**config.mk**
```make
export PLATFORM = sky130hd
export DESIGN_NAME = strap_latch_top
export DESIGN_NICKNAME = d
export VERILOG_FILES = /design/src/hw/strap_pkg.sv /design/src/hw/strap_capture.sv /design/src/hw/strap_latch_top.sv
export SDC_FILE = /design/constraint.sdc
export NUM_CORES = 1
export LEC_CHECK = 0
export BUFFER_PORTS_ARGS = -buffer_cell sky130_fd_sc_hd__buf_2
export CAP_MARGIN = 30
export CORE_MARGIN = 4
export CORE_UTILIZATION = 40
export DETAILED_ROUTE_END_ITERATION = 8
export PLACE_DENSITY = 0.79
export SLEW_MARGIN = 20
export SYNTH_ARGS = -nofsm -noshare
export SYNTH_HDL_FRONTEND = slang
export SYNTH_SLANG_ARGS = --single-unit
```
**constraint.sdc**
```tcl
create_clock -name pclk -period 2.13 [get_ports pclk]
set_input_delay 0.1065 -clock pclk [delete_from_list [all_inputs] [get_ports pclk]]
set_output_delay 0.1065 -clock pclk [all_outputs]
set_load 0.1 [all_outputs]
```
**src/hw/strap_pkg.sv**
```systemverilog
// Shared constants for the boot strap capture block.
// Assumes a 32-bit APB register bus and five strap inputs.
package strap_pkg;
  localparam int unsigned   STRAP_N       = 5;
  localparam int unsigned   ADDR_W        = 12;
  // Register byte offsets
  localparam logic [11:0]   OFS_CAPTURE   = 12'h000;
  localparam logic [11:0]   OFS_OVERRIDE  = 12'h004;
  localparam logic [11:0]   OFS_STATUS    = 12'h008;
  // Strap bit positions in the capture register
  localparam int unsigned   BIT_LDO       = 0;
  localparam int unsigned   BIT_BOOT_A    = 1;
  localparam int unsigned   BIT_BOOT_B    = 2;
  localparam int unsigned   BIT_LOG_TIME  = 3;
  localparam int unsigned   BIT_SDIO_EDGE = 4;
  // Default pull per strap: 1 = pull-up, 0 = pull-down
  localparam logic [4:0]    PULL_UP_DEF   = 5'h1a;
  // Override register fields
  localparam int unsigned   OVR_LDO_EN    = 0;
  localparam int unsigned   OVR_LDO_1V8   = 1;
  localparam int unsigned   OVR_SDIO_EN   = 2;
  localparam int unsigned   OVR_SDIO_IN   = 3;
  localparam int unsigned   OVR_SDIO_OUT  = 4;
  localparam int unsigned   OVR_W         = 5;
  localparam logic [4:0]    OVR_RESET     = 5'h00;
  // Status register fields
  localparam int unsigned   STS_HELD      = 0;
  localparam int unsigned   STS_DOWNLOAD  = 1;
  localparam int unsigned   STS_BOOT_BAD  = 2;
  localparam int unsigned   STS_1V8       = 3;
  localparam int unsigned   STS_SDIO_IN   = 4;
  localparam int unsigned   STS_SDIO_OUT  = 5;
  // Capture sequencer states
  typedef enum logic [1:0] {
    ST_ARMED = 2'b01,
    ST_HELD  = 2'b10
  } cap_state_e;
endpackage

```
**src/hw/strap_capture.sv**
```systemverilog
// Strap latch bank with its capture sequencer and weak pull control.
// Assumes rearm is high while any system reset source or chip disable is active.
`timescale 1ns/10ps
module strap_capture #(
  parameter int unsigned N         = 5,
  parameter logic [4:0]  PULL_UP   = 5'h1a,
  parameter logic [4:0]  FORCE_HI  = 5'h00
) (
  // Clock and reset
  input  wire logic         pclk,
  input  wire logic         presetn,
  // Control
  input  wire logic         rearm,
  // Strap pins
  input  wire logic [N-1:0] strap_in,
  output logic      [N-1:0] pull_up_en,
  output logic      [N-1:0] pull_dn_en,
  // Captured values
  output logic      [N-1:0] held_r,
  output logic              capture_pulse,
  output logic              strap_role
);
  import strap_pkg::*;

  cap_state_e state_r;

  // Pins act as straps only until the capture edge after reset
  assign strap_role    = (state_r == ST_ARMED);
  assign capture_pulse = strap_role && !rearm;
  // Weak pulls only while in strap role, so a floating pin reads its default
  assign pull_up_en    = strap_role ? PULL_UP[N-1:0] : '0;
  assign pull_dn_en    = strap_role ? ~PULL_UP[N-1:0] : '0;

  // Sequencer: any reset source drops back to armed
  always_ff @(posedge pclk or negedge presetn) begin
    if (!presetn) begin
      state_r <= ST_ARMED;
    end else begin
      unique case (state_r)
        ST_ARMED: begin
          if (!rearm) begin
            state_r <= ST_HELD;
          end
        end
        ST_HELD: begin
          if (rearm) begin
            state_r <= ST_ARMED;
          end
        end
        default: state_r <= ST_ARMED;
      endcase
    end
  end

  // Latch once on release; later pin activity cannot reach held_r
  always_ff @(posedge pclk or negedge presetn) begin
    if (!presetn) begin
      held_r <= '0;
    end else if (capture_pulse) begin
      held_r <= strap_in | FORCE_HI[N-1:0];
    end
  end
endmodule

```
**src/hw/strap_latch_top.sv**
```systemverilog
// Boot strap capture block: latches five straps at reset release, decodes
// supply, boot source, boot log and SDIO edge timing, APB register access.
// Assumes pclk is 40 MHz, strap pins are synchronous to pclk, and sys_reset_req
// gathers the power-on, watchdog and brownout reset sources.
// Function
// - Sample and latch five straps during reset
// - Latched bits hold until power down; here any reset source or chip disable re-latches them
// - Capture register returns five latched bits
// - Weak internal pulls applied during reset
// - Pull-down ldo, boot_b; pull-up others
// - Latched ldo 0 gives 3.3V, 1 1.8V
// - Boot_a 1 flash; both 0 download
// - Log strap 1 enables console boot log
// - Two straps select SDIO input/output edges
// - Firmware may override supply and SDIO timing
// - Straps become ordinary pins after reset
// - Module build forces ldo strap high
// - Chip-on input active high, low disables
`timescale 1ns/10ps
module strap_latch_top #(
  parameter bit MODULE_BUILD = 1'b1
) (
  // Clock and reset
  input  wire logic                          pclk,
  input  wire logic                          presetn,
  // System reset sources and chip enable
  input  wire logic                          sys_reset_req,
  input  wire logic                          chip_on_pin,
  // APB slave
  input  wire logic                          psel,
  input  wire logic                          penable,
  input  wire logic                          pwrite,
  input  wire logic [strap_pkg::ADDR_W-1:0]  paddr,
  input  wire logic [31:0]                   pwdata,
  output logic      [31:0]                   prdata,
  output logic                               pready,
  output logic                               pslverr,
  // Strap pins
  input  wire logic [strap_pkg::STRAP_N-1:0] strap_in,
  output logic      [strap_pkg::STRAP_N-1:0] pull_up_en,
  output logic      [strap_pkg::STRAP_N-1:0] pull_dn_en,
  output logic                               strap_role,
  // Decoded configuration
  output logic                               flash_io_1v8,
  output logic                               boot_download,
  output logic                               boot_sel_bad,
  output logic                               boot_log_en,
  output logic                               sdio_in_rising,
  output logic                               sdio_out_rising
);
  import strap_pkg::*;

  localparam logic [4:0] FORCE_MASK = MODULE_BUILD ? 5'h01 : 5'h00;

  logic [STRAP_N-1:0] strap_bits;
  logic               capture_pulse;
  logic               rearm;
  logic [OVR_W-1:0]   ovr_r;
  logic [31:0]        prdata_r;
  logic               pslverr_r;
  logic               flash_io_1v8_r;
  logic               boot_download_r;
  logic               boot_sel_bad_r;
  logic               boot_log_en_r;
  logic               sdio_in_rising_r;
  logic               sdio_out_rising_r;
  logic               setup_ph;
  logic               access_ph;
  logic               addr_ok;
  logic [31:0]        rd_word;

  // Chip disabled behaves like any other reset source
  assign rearm = sys_reset_req || !chip_on_pin;

  strap_capture #(
    .N        (STRAP_N),
    .PULL_UP  (PULL_UP_DEF),
    .FORCE_HI (FORCE_MASK)
  ) u_cap (
    .pclk          (pclk),
    .presetn       (presetn),
    .rearm         (rearm),
    .strap_in      (strap_in),
    .pull_up_en    (pull_up_en),
    .pull_dn_en    (pull_dn_en),
    .held_r        (strap_bits),
    .capture_pulse (capture_pulse),
    .strap_role    (strap_role)
  );

  // Register map decode, used by the error flag only; the read mux decodes paddr itself
  function automatic logic map_hit(input logic [ADDR_W-1:0] a);
    map_hit = (a == OFS_CAPTURE) || (a == OFS_OVERRIDE) || (a == OFS_STATUS);
  endfunction

  assign setup_ph  = psel && !penable;
  assign access_ph = psel && penable;
  assign addr_ok   = map_hit(paddr);

  // Read mux; capture bits sit at fixed low positions
  always_comb begin
    rd_word = 32'h0000_0000;
    unique case (paddr)
      OFS_CAPTURE:  rd_word[STRAP_N-1:0] = strap_bits;
      OFS_OVERRIDE: rd_word[OVR_W-1:0]   = ovr_r;
      OFS_STATUS: begin
        rd_word[STS_HELD]     = !strap_role;
        rd_word[STS_DOWNLOAD] = boot_download_r;
        rd_word[STS_BOOT_BAD] = boot_sel_bad_r;
        rd_word[STS_1V8]      = flash_io_1v8_r;
        rd_word[STS_SDIO_IN]  = sdio_in_rising_r;
        rd_word[STS_SDIO_OUT] = sdio_out_rising_r;
      end
      default: rd_word = 32'h0000_0000;
    endcase
  end

  // Read data and error are registered in setup, so access never waits
  always_ff @(posedge pclk or negedge presetn) begin
    if (!presetn) begin
      prdata_r  <= 32'h0000_0000;
      pslverr_r <= 1'b0;
    end else if (setup_ph) begin
      prdata_r  <= pwrite ? 32'h0000_0000 : rd_word;
      pslverr_r <= !addr_ok;
    end
  end

  assign prdata  = prdata_r;
  assign pslverr = pslverr_r && access_ph;
  assign pready  = 1'b1;

  // Firmware override bits; take effect at the access edge only
  always_ff @(posedge pclk or negedge presetn) begin
    if (!presetn) begin
      ovr_r <= OVR_RESET;
    end else if (access_ph && pwrite && (paddr == OFS_OVERRIDE)) begin
      ovr_r <= pwdata[OVR_W-1:0];
    end
  end

  // Supply select: override wins once firmware enables it
  always_ff @(posedge pclk or negedge presetn) begin
    if (!presetn) begin
      flash_io_1v8_r <= 1'b0;
    end else begin
      flash_io_1v8_r <= ovr_r[OVR_LDO_EN] ? ovr_r[OVR_LDO_1V8]
                                          : strap_bits[BIT_LDO];
    end
  end

  // Boot source; a=0,b=1 is not a defined mode and is flagged
  always_ff @(posedge pclk or negedge presetn) begin
    if (!presetn) begin
      boot_download_r <= 1'b0;
      boot_sel_bad_r  <= 1'b0;
    end else begin
      boot_download_r <= !strap_bits[BIT_BOOT_A] && !strap_bits[BIT_BOOT_B];
      boot_sel_bad_r  <= !strap_bits[BIT_BOOT_A] && strap_bits[BIT_BOOT_B];
    end
  end

  // Boot log enable gates console output during boot
  always_ff @(posedge pclk or negedge presetn) begin
    if (!presetn) begin
      boot_log_en_r <= 1'b0;
    end else begin
      boot_log_en_r <= strap_bits[BIT_LOG_TIME];
    end
  end

  // SDIO edges: first strap picks input edge, second output edge
  always_ff @(posedge pclk or negedge presetn) begin
    if (!presetn) begin
      sdio_in_rising_r  <= 1'b0;
      sdio_out_rising_r <= 1'b0;
    end else if (ovr_r[OVR_SDIO_EN]) begin
      sdio_in_rising_r  <= ovr_r[OVR_SDIO_IN];
      sdio_out_rising_r <= ovr_r[OVR_SDIO_OUT];
    end else begin
      sdio_in_rising_r  <= strap_bits[BIT_LOG_TIME];
      sdio_out_rising_r <= strap_bits[BIT_SDIO_EDGE];
    end
  end

  assign flash_io_1v8    = flash_io_1v8_r;
  assign boot_download   = boot_download_r;
  assign boot_sel_bad    = boot_sel_bad_r;
  assign boot_log_en     = boot_log_en_r;
  assign sdio_in_rising  = sdio_in_rising_r;
  assign sdio_out_rising = sdio_out_rising_r;

  // Checks
  property p_capture;
    @(posedge pclk) disable iff (!presetn)
      capture_pulse |=> strap_bits == ($past(strap_in) | FORCE_MASK);
  endproperty
  a_capture: assert property (p_capture) else $error("strap capture mismatch");

  property p_hold;
    @(posedge pclk) disable iff (!presetn)
      !strap_role ##1 !strap_role |-> $stable(strap_bits);
  endproperty
  a_hold: assert property (p_hold) else $error("held straps changed");

  property p_read_cap;
    @(posedge pclk) disable iff (!presetn)
      (setup_ph && !pwrite && paddr == OFS_CAPTURE && !capture_pulse)
        ##1 access_ph |-> prdata[STRAP_N-1:0] == strap_bits && prdata[31:STRAP_N] == '0;
  endproperty
  a_read_cap: assert property (p_read_cap) else $error("capture read wrong");

  property p_pulls;
    @(posedge pclk) disable iff (!presetn)
      strap_role |-> pull_up_en == PULL_UP_DEF && pull_dn_en == ~PULL_UP_DEF;
  endproperty
  a_pulls: assert property (p_pulls) else $error("pull defaults wrong");

  property p_ldo;
    @(posedge pclk) disable iff (!presetn)
      (!ovr_r[OVR_LDO_EN] && !strap_role) ##1 !strap_role
        |-> flash_io_1v8 == $past(strap_bits[BIT_LDO]);
  endproperty
  a_ldo: assert property (p_ldo) else $error("supply select wrong");

  property p_boot;
    @(posedge pclk) disable iff (!presetn)
      !strap_bits[BIT_BOOT_A] && !strap_bits[BIT_BOOT_B] |=> boot_download;
  endproperty
  a_boot: assert property (p_boot) else $error("download boot missed");

  property p_log;
    @(posedge pclk) disable iff (!presetn)
      1'b1 |=> boot_log_en == $past(strap_bits[BIT_LOG_TIME]);
  endproperty
  a_log: assert property (p_log) else $error("boot log enable wrong");

  property p_sdio;
    @(posedge pclk) disable iff (!presetn)
      !ovr_r[OVR_SDIO_EN] |=> sdio_in_rising == $past(strap_bits[BIT_LOG_TIME])
        && sdio_out_rising == $past(strap_bits[BIT_SDIO_EDGE]);
  endproperty
  a_sdio: assert property (p_sdio) else $error("sdio timing wrong");

  property p_ovr;
    @(posedge pclk) disable iff (!presetn)
      access_ph && pwrite && paddr == OFS_OVERRIDE ##1 ovr_r[OVR_SDIO_EN]
        |=> sdio_in_rising == $past(ovr_r[OVR_SDIO_IN]);
  endproperty
  a_ovr: assert property (p_ovr) else $error("override not applied");

  property p_release;
    @(posedge pclk) disable iff (!presetn)
      capture_pulse |=> !strap_role && pull_up_en == '0 && pull_dn_en == '0;
  endproperty
  a_release: assert property (p_release) else $error("strap role not released");

  property p_chip_off;
    @(posedge pclk) disable iff (!presetn)
      !chip_on_pin |=> strap_role;
  endproperty
  a_chip_off: assert property (p_chip_off) else $error("chip disable ignored");

  property p_module_ldo;
    @(posedge pclk) disable iff (!presetn)
      MODULE_BUILD && capture_pulse |=> strap_bits[BIT_LDO];
  endproperty
  a_module_ldo: assert property (p_module_ldo) else $error("module ldo not high");

  property p_boot_bad;
    @(posedge pclk) disable iff (!presetn)
      !strap_bits[BIT_BOOT_A] && strap_bits[BIT_BOOT_B] |=> boot_sel_bad && !boot_download;
  endproperty
  a_boot_bad: assert property (p_boot_bad) else $error("undefined boot select missed");

  // Boot_a high means flash boot whatever boot_b says
  property p_boot_flash;
    @(posedge pclk) disable iff (!presetn)
      strap_bits[BIT_BOOT_A] |=> !boot_download && !boot_sel_bad;
  endproperty
  a_boot_flash: assert property (p_boot_flash) else $error("flash boot not selected");

  property p_ovr_ldo;
    @(posedge pclk) disable iff (!presetn)
      ovr_r[OVR_LDO_EN] |=> flash_io_1v8 == $past(ovr_r[OVR_LDO_1V8]);
  endproperty
  a_ovr_ldo: assert property (p_ovr_ldo) else $error("supply override not applied");

  property p_ovr_sdio;
    @(posedge pclk) disable iff (!presetn)
      ovr_r[OVR_SDIO_EN] |=> sdio_in_rising == $past(ovr_r[OVR_SDIO_IN])
        && sdio_out_rising == $past(ovr_r[OVR_SDIO_OUT]);
  endproperty
  a_ovr_sdio: assert property (p_ovr_sdio) else $error("sdio override not applied");

  property p_cov_download;
    @(posedge pclk) disable iff (!presetn) capture_pulse ##1 boot_download;
  endproperty
  c_cov_download: cover property (p_cov_download);

  property p_cov_ovr;
    @(posedge pclk) disable iff (!presetn) access_ph && pwrite && paddr == OFS_OVERRIDE;
  endproperty
  c_cov_ovr: cover property (p_cov_ovr);

  property p_cov_recap;
    @(posedge pclk) disable iff (!presetn) !strap_role ##1 strap_role ##[1:20] capture_pulse;
  endproperty
  c_cov_recap: cover property (p_cov_recap);

  property p_cov_chip_off;
    @(posedge pclk) disable iff (!presetn) !strap_role ##1 !chip_on_pin ##1 strap_role;
  endproperty
  c_cov_chip_off: cover property (p_cov_chip_off);
endmodule

```
# Word-level counts from Yosys, hierarchy flattened
# Index checks and enable logic that the tools add are counted.
[classes] n_eq_ne=6 reduce_logical=20 n_mux=11
[op_table] op="$pmux W5 S3" n=1
[op_table] op="$eq A12 B3 Y1 const B" n=1
[op_table] op="$eq A12 B4 Y1 const B" n=1
[op_table] op="$logic_not A12 Y1" n=1
[op_table] op="$logic_and A1 B1 Y1" n=8
[op_table] op="$logic_not A1 Y1" n=7
[op_table] op="$mux W6" n=1
[op_table] op="$mux W5" n=1
[op_table] op="$mux W1" n=4
[op_table] op="$mux W2" n=2
[op_table] op="$pmux W2 S2" n=1
[op_table] op="$logic_or A1 B1 Y1" n=3
[op_table] op="$mux W3" n=1
[op_table] op="$eq A2 B1 Y1 const B" n=1
[op_table] op="$eq A2 B2 Y1 const B" n=1
[op_table] op="$ne A2 B1 Y1 const B" n=1
[op_table] op="$ne A2 B2 Y1 const B" n=1
[op_table] op="$reduce_and A2 Y1" n=1
[word_totals] regBits=51 out_inout_bits=51 in_bits=56

# Longest topological paths before layout
# Gate-level depths: netlist of run 1.
[depth] word_depth=4 depth_mapped=4

# Hierarchy
# Synthesis of run 1 repeated with hierarchy kept, for this count alone.
[unflattened] cells_unflattened=132 area_unflattened_um2=1380.1
[by_module_without_submodules] module="strap_latch_top" instances=1 cells_per_inst=104 area_each_um2=1024.7
[by_module_without_submodules] module="strap_capture" instances=1 cells_per_inst=28 area_each_um2=355.3

# Worst setup path after synthesis of run 1
# Ideal clock, no wire load.
[synth_timing] kind="flip-flop to flip-flop" startpoint="reg u_cap.state_r[0]" endpoint="reg u_cap.held_r[1]" path_stages_with_launch=5 setup_ns=0.125 period_less_slack_ns=3.054 n_path_buf=1 required_ns=2.005 slack_ns=-0.924 arrival_ns=2.929 path_cell_list="dfstp_2 > nor2b_1 > and3b_1 > clkbuf_1 > mux2_2"
[synth_between] elab_chain_len=2
[synth_rtl] element="from (decl)" line="strap_capture.sv:25" text="cap_state_e state_r;"
[synth_rtl] element="from (signal assigned)" line="strap_capture.sv:37" text="state_r <= ST_ARMED;"
[synth_rtl] element="from (signal assigned)" line="strap_capture.sv:42" text="state_r <= ST_HELD;"
[synth_rtl] element="from (signal assigned)" line="strap_capture.sv:47" text="state_r <= ST_ARMED;"
[synth_rtl] element="$eq A2 B1 Y1" line="strap_capture.sv:28" text="assign strap_role = (state_r == ST_ARMED);"
[synth_rtl] element="via strap_role" line="strap_latch_top.sv:42" text="output logic strap_role,"
[synth_rtl] element="$logic_and A1 B1 Y1" line="strap_capture.sv:29" text="assign capture_pulse = strap_role && !rearm;"
[synth_rtl] element="to (signal assigned)" line="strap_capture.sv:60" text="held_r <= strap_in | FORCE_HI[N-1:0];"
[synth_rtl] element="to (decl)" line="strap_capture.sv:19" text="output logic [N-1:0] held_r,"
# The timed path passes the listed nets, and every way through them passes these cells.
# A chain may end at the register's enable or synchronous reset.

# Worst setup path in the final report of run 1
[layout_timing] startpoint="reg u_cap.state_r[0]" endpoint="out pull_up_en[1] (netlist name)"
[layout_between] elab_chain_len=2
[layout_rtl] element="$eq A2 B1 Y1" line="strap_capture.sv:28"
[layout_rtl] element="$mux W5" line="strap_capture.sv:31" text="assign pull_up_en = strap_role ? PULL_UP[N-1:0] : '0;"
[layout_rtl] element="to (decl)" line="strap_latch_top.sv:40" text="output logic [strap_pkg::STRAP_N-1:0] pull_up_en,"
# No other way between the ends.

==> impl_metrics.env, run 1 <==
export IMPL_synth_edff_count=0
export IMPL_antennaDiodeCount=0
export IMPL_power_frac_clock_pct=13.0
export IMPL_grt_pass1_wl_mm=3.732
export IMPL_dpl_hpwl_mm=2.064
export IMPL_antenna_found_initial=0
export IMPL_dr_wl_met3_um=210
export IMPL_setup_tns_ns=0
export IMPL_viasPerCell=4.521
export IMPL_cts_htree_levels=1
export IMPL_fill_cells=325
export IMPL_async_flop_share_pct=100.0
export IMPL_path_clk_slew_ns=0.13
export IMPL_cp_start_kind="register"
export IMPL_regToRegSetupSlack_ns=0.58
export IMPL_worstHoldStart="pwdata[4]"
export IMPL_avgRoutedWirePerCell_um=11.29
export IMPL_r2r_cells=3
export IMPL_setup_violations=0
export IMPL_slew_viol_final=0
export IMPL_post_cts_setup_buffers=0
export IMPL_ys_types=28
export IMPL_die_h_um=68.37
export IMPL_worstHoldEndpoint="ovr_r[4]"
export IMPL_synth_yosys_seq_area_share_pct=43.00
export IMPL_ir_worst_vdd_mv=0.4226
export IMPL_skew_ns=0.004850
export IMPL_syn_inst=132
export IMPL_fmax_mhz=608.8
export IMPL_totalWireLength_mm=2.451
export IMPL_total_power_mw=1.552
export IMPL_wl_met1_mm=1.010
export IMPL_path_max_fanout=8
export IMPL_register_area_sq_um=626.9
export IMPL_reg2reg_from="u_cap.state_r[0]"
export IMPL_grt_overflow_total=0
export IMPL_comb_power_share_pct=50.9
export IMPL_synth_top_family_by_area="buffers and inverters"
export IMPL_dieArea_sq_mm=0.004674
export IMPL_fin_ws_ns=0.4875
export IMPL_synthAdderAreaFrac_pct=0
export IMPL_swShare_pct=54.24
export IMPL_gp_congestion=0.8519
export IMPL_critPathCaptureType="output port"
export IMPL_crit_required_ns=2.02
export IMPL_ant_nets=0
export IMPL_p_switching_mw=0.8418
export IMPL_fp_coreArea_sq_mm=0.003416
export IMPL_synthSimpleGateAreaFrac_pct=14.51
export IMPL_synthXorXnorAreaFrac_pct=0.6009
export IMPL_drc=0
export IMPL_arrival_ns=1.54
export IMPL_worst_setup_path_type="register to output port"
export IMPL_r2r_end="u_cap.held_r[1]"
export IMPL_clk_latency_ns=0.31
export IMPL_rsz0062_at_grt="no"
export IMPL_rows=21
export IMPL_ys_seq_elements=25
export IMPL_drt_iter0_markers=3
export IMPL_final_nets=228
export IMPL_cts_tree="built"
export IMPL_maxCapViolations=0
export IMPL_post_place_ws_ns=0.3431
export IMPL_clock_sinks=25
export IMPL_cts_buffers=3
export IMPL_grtUsageTotal_pct=10.47
export IMPL_post_route_min_period_ns=1.643
export IMPL_p_leak_nw=0.8225
export IMPL_die_x_um=68.37
export IMPL_synthMuxAreaShare_pct=13.30
export IMPL_hp_class="input port to register"
export IMPL_multi_input_area_sq_um=649.4
export IMPL_syn_avg_cell_area_sq_um=11.04
export IMPL_internal_power_mw=0.7101
export IMPL_area_growth_synth_to_final_pct=10.04
export IMPL_synth_compound_area_share_pct=7.382
export IMPL_max_slew_worst_pin_slew_ns=0.6616
export IMPL_design_portCount=107
export IMPL_grt_max_degree=26
export IMPL_slew_headroom_pct=55.80
export IMPL_ys_flop_type="dfrtp_1"
export IMPL_dr_wl_met2_mm=1.203
export IMPL_final_hold_violation_count=0
export IMPL_outcome="complete, no violations"
export IMPL_ys_warn_count=0
export IMPL_start_util_pct=42.67
export IMPL_clockBufferDepth=2
export IMPL_whs_path_depth=2
export IMPL_finalCritPeriodShare_pct=77.11
export IMPL_seqPwrFrac_pct=36.2
export IMPL_post_route_cells_drive_above_1_share_pct=42.11
export IMPL_vias=981
export IMPL_synth_area_sq_mm=0.001458
export IMPL_hold_ws_ns=0.01411
export IMPL_grt_pass1_vias=843
export IMPL_drtPass1Iterations=4
export IMPL_post_cts_resized=0
export IMPL_portBuffers=46
export IMPL_pwr_density_cell_mw_per_mm2=967.5
export IMPL_cts_root_buf="clkbuf_4"
export IMPL_highest_layer="met4"
[synth_stat cells, drive strengths merged, types with 4 or more instances]
cell    number  area [sq um]
a221oi       5         43.79
clkbuf       4         15.01
nor2         9         33.78
mux2i        4         40.04
buf         38         282.8
mux2        12         153.9
a21oi        7         35.03
dfrtp       24         600.6
nor2b        4         25.02
or2          5         31.28
[layout by cell type (no fill, tap or decap)]
cell,count
or4_4,2
clkbuf_1,1
or2_2,5
nor4_4,1
mux2_2,7
a2111o_1,1
dfstp_2,1
or3_4,1
a22o_1,1
nand2b_1,1
buf_2,46
mux2_4,5
nor2_1,9
inv_1,1
and3b_1,2
a221oi_1,5
conb_1,32
dfrtp_1,24
or4bb_1,2
and3_1,1
nor4_1,1
nand3b_1,1
dlygate4sd3_1,1
a21oi_1,7
nor2b_1,3
xor2_1,1
nor2b_4,1
clkbuf_4,3
mux2i_1,4
a211o_1,1
[worst max-delay path by stage]
| stage | from | endpoint | slack, ns | depth (start not counted) |
|---|---|---|---|---|
| floorplan | u_cap.state_r[0] | u_cap.held_r[1] | 0.13 | 4 |
| global placement | paddr[9] | ovr_r[3] | 0.35 | 4 |
| detailed placement | paddr[9] | ovr_r[0] | 0.34 | 4 |
| CTS | u_cap.state_r[0] | pull_up_en[1] | 0.46 | 2 |
| global route | u_cap.state_r[0] | pull_up_en[3] | 0.40 | 2 |
| finish | u_cap.state_r[0] | pull_up_en[1] | 0.49 | 2 |
[power groups by stage]
stage / Clock (mW) / Combinational (mW) / Sequential [mW]
after floorplan: 0 / 0.510 / 0.806
after global placement: 0 / 0.787 / 0.570
after detailed placement: 0 / 0.790 / 0.573
after CTS: 0.210 / 0.792 / 0.563
after global routing: 0.228 / 0.823 / 0.570
final: 0.201 / 0.789 / 0.561
[cells by family after synthesis]
| group | after synthesis |
|---|---|
| xor gates and xnor gates | 1 |
| buffers and inverters | 43 |
| and+or+nand+nor | 30 |
| AOI/OAI and AO/OA | 15 |
| muxes | 16 |
| DFF | 25 |
| other | 2 |
[flip-flops by register name, indices dropped and copies added (netlist names)]
register and cells:
flash_io_1v8 1, boot_sel_bad 1, prdata 6, boot_download 1
u_cap.state_r 2, u_cap.held_r 5, pslverr_r 1, ovr_r 5
sdio_out_rising 1, boot_log_en 1, sdio_in_rising 1
[repair_timing]
item / in CTS / in global routing
endpoints found under the hold margin: 24 / 0
setup endpoints to repair: 0 / 0
hold buffers: 1 / 0
[critical path, stage by stage (launching register included)]
cell and delay, ns:
dfstp_2 0.56, nor2b_4 0.21, buf_2 0.46
[through the flow]
stage	instance area, sq um	std cells	utilization, %
2_1_floorplan	1578	162	-
6_report	1604	217	46.96
3_5_place_dp	1568	212	45.90
4_1_cts	1604	217	46.96
3_3_place_gp	1568	212	45.90
5_1_grt	1604	217	46.96
[final cells by class]
type	count	share of cell area (%)
multi-input combinational	94	40.48
sequential	25	39.08
timing repair buffer	47	14.98
tap	46	3.588
clock buffer	4	1.638
inverter	1	0.2340
[metal layers]
| metal | vias to the layer above | GRT usage (%) |
|---|---|---|
| met3 | 4 | 1.970 |
| met1 | 467 | 14.01 |
| met4 | 0 | 3.722 |
| met5 | - | 0 |
| li1 | 466 | - |
| met2 | 44 | 16.85 |
No activity file was read; power rests on OpenSTA's default activity.
==> inputs of run 2 (changes only) <==
- clock period: 2.13 -> 1.61 ns (I/O delays scaled with it)
==> impl_metrics.env, run 2 (synthesis results as in run 1) <==
export IMPL_finalCritPeriodShare_pct=99.56
export IMPL_post_route_cells_drive_above_1_share_pct=44.81
export IMPL_post_route_min_period_ns=1.603
export IMPL_max_slew_worst_pin_slew_ns=0.5360
export IMPL_post_route_cell_area_sq_mm=0.001740
export IMPL_worstHoldStart="chip_on_pin"
export IMPL_grt_pass1_wl_mm=4.436
export IMPL_layout_commonest_cell="buf_2"
export IMPL_largest_register_ffs=6
export IMPL_ant_nets=0
export IMPL_regToRegSetupSlack_ns=0.14
export IMPL_cp_start_kind="register"
export IMPL_gp_congestion=0.7747
export IMPL_rows=21
export IMPL_drc=0
export IMPL_post_place_ws_ns=-0.03971
export IMPL_rsz0062_at_grt="yes"
export IMPL_viasPerCell=4.489
export IMPL_whs_path_depth=3
export IMPL_hp_class="input port to register"
export IMPL_final_nets=240
export IMPL_cts_buffers=3
export IMPL_clockBufferDepth=2
export IMPL_hold_ws_ns=0.03523
export IMPL_vias=1028
export IMPL_clock_sinks=25
export IMPL_fill_cells=329
export IMPL_total_power_mw=2.109
export IMPL_arrival_ns=1.52
export IMPL_portBuffers=46
export IMPL_die_x_um=68.37
export IMPL_fin_ws_ns=0.007164
export IMPL_pwr_density_cell_mw_per_mm2=1212
export IMPL_skew_ns=0.003392
export IMPL_die_h_um=68.37
export IMPL_dieArea_sq_mm=0.004674
export IMPL_drt_iter0_markers=16
export IMPL_crit_required_ns=1.53
export IMPL_p_leak_nw=0.8868
export IMPL_r2r_cells=3
export IMPL_ir_worst_vdd_mv=0.6650
export IMPL_final_cell_mix="buf_2, conb_1, dfrtp_1, dlygate4sd3_1"
export IMPL_outcome="complete, no violations"
export IMPL_antenna_found_initial=0
export IMPL_cts_tree="built"
export IMPL_grt_overflow_total=0
export IMPL_slew_headroom_pct=64.27
export IMPL_slew_viol_final=0
export IMPL_maxCapViolations=0
export IMPL_reg2reg_from="u_cap.state_r[0]"
export IMPL_avgRoutedWirePerCell_um=12.03
export IMPL_totalWireLength_mm=2.755
export IMPL_area_growth_synth_to_final_pct=19.40
export IMPL_fmax_mhz=623.9
export IMPL_dpl_hpwl_mm=2.156
export IMPL_cts_root_buf="clkbuf_4"
export IMPL_path_max_fanout=8
export IMPL_setup_violations=0
export IMPL_worst_setup_path_type="register to output port"
export IMPL_fp_coreArea_sq_mm=0.003416
export IMPL_final_hold_violation_count=0
export IMPL_worstHoldEndpoint="u_cap.state_r[0]"
export IMPL_start_util_pct=42.67
export IMPL_path_clk_slew_ns=0.13
export IMPL_antennaDiodeCount=0
export IMPL_grt_pass1_vias=959
export IMPL_grtUsageTotal_pct=12.42
export IMPL_critPathCaptureType="output port"
export IMPL_post_dp_cell_area_sq_mm=0.001612
export IMPL_drtPass1Iterations=4
export IMPL_grt_max_degree=26
export IMPL_clk_latency_ns=0.32
export IMPL_r2r_end="u_cap.held_r[4]"
export IMPL_cts_htree_levels=1
export IMPL_design_portCount=107
-- run 2: cell types whose count changed in the layout (fill, tap and decap cells not counted), moves of 3 or more --
cell	delta
mux2_4	+4
buf_4	+3
dfrtp_1	-5
dlygate4sd3_1	+9
dfrtp_2	+5
mux2_2	-4
-- run 2: worst max path at each step --
| stage | endpoint | startpoint | depth (start not counted) |
|---|---|---|---|
| 2_1_floorplan | u_cap.held_r[1] | u_cap.state_r[0] | 4 |
| 3_3_place_gp | ovr_r[3] | paddr[9] | 5 |
| 3_5_place_dp | ovr_r[0] | paddr[9] | 5 |
| 4_1_cts | pull_up_en[4] | u_cap.state_r[0] | 2 |
| 5_1_grt | pull_dn_en[2] | u_cap.state_r[0] | 2 |
| 6_report | pull_up_en[4] | u_cap.state_r[0] | 2 |
-- run 2: worst max-delay path, stage by stage (launching register included) --
cell	delay, ns
dfstp_2	0.56
nor2b_4	0.19
buf_2	0.45
-- run 2: stage by stage --
step           cells  utilization [%]  setup TNS, ns
6_report         229            50.95              0
5_1_grt          229            50.95        -0.3996
4_1_cts          229            50.92       -0.03062
3_5_place_dp     215            47.18        -0.1759
3_3_place_gp     215            47.18        -0.2057
2_1_floorplan    162                -         -1.372
-- run 2: what timing repair did --
| item | in CTS | in global routing |
|---|---|---|
| hold buffers | 10 | 0 |
| gates resized for setup | 0 | 1 |
| gates cloned | 0 | 0 |
| setup buffers | 0 | 0 |
| endpoints found under the setup margin | 6 | 10 |
| endpoints found under the hold margin | 33 | 0 |
-- run 2: where the power goes --
| group | total, mW | switching, mW | internal, mW |
|---|---|---|---|
| logic | 1.08 | 0.905 | 0.175 |
| clock network | 0.278 | 0.184 | 0.0931 |
| registers | 0.750 | 0.0486 | 0.702 |
| total | 2.11 | 1.14 | 0.970 |
-- run 2: per-layer routing --
metal,share of wire (%),track usage (%)
met5,0,0
met4,1.8,5.211
met3,6.5,2.135
met2,50,20.34
met1,42,16.12
-- run 2: final cells by class --
| cell class | instances | area [sq um] | share of cell area, % |
|---|---|---|---|
| clock buffers | 3 | 22.52 | 1.294 |
| clock inverters | 1 | 5.005 | 0.2876 |
| inverters | 1 | 3.754 | 0.2157 |
| multi-input cells | 94 | 665.6 | 38.25 |
| flip-flops and latches | 25 | 633.1 | 36.38 |
| well taps | 46 | 57.56 | 3.307 |
| repair buffers | 59 | 352.8 | 20.27 |
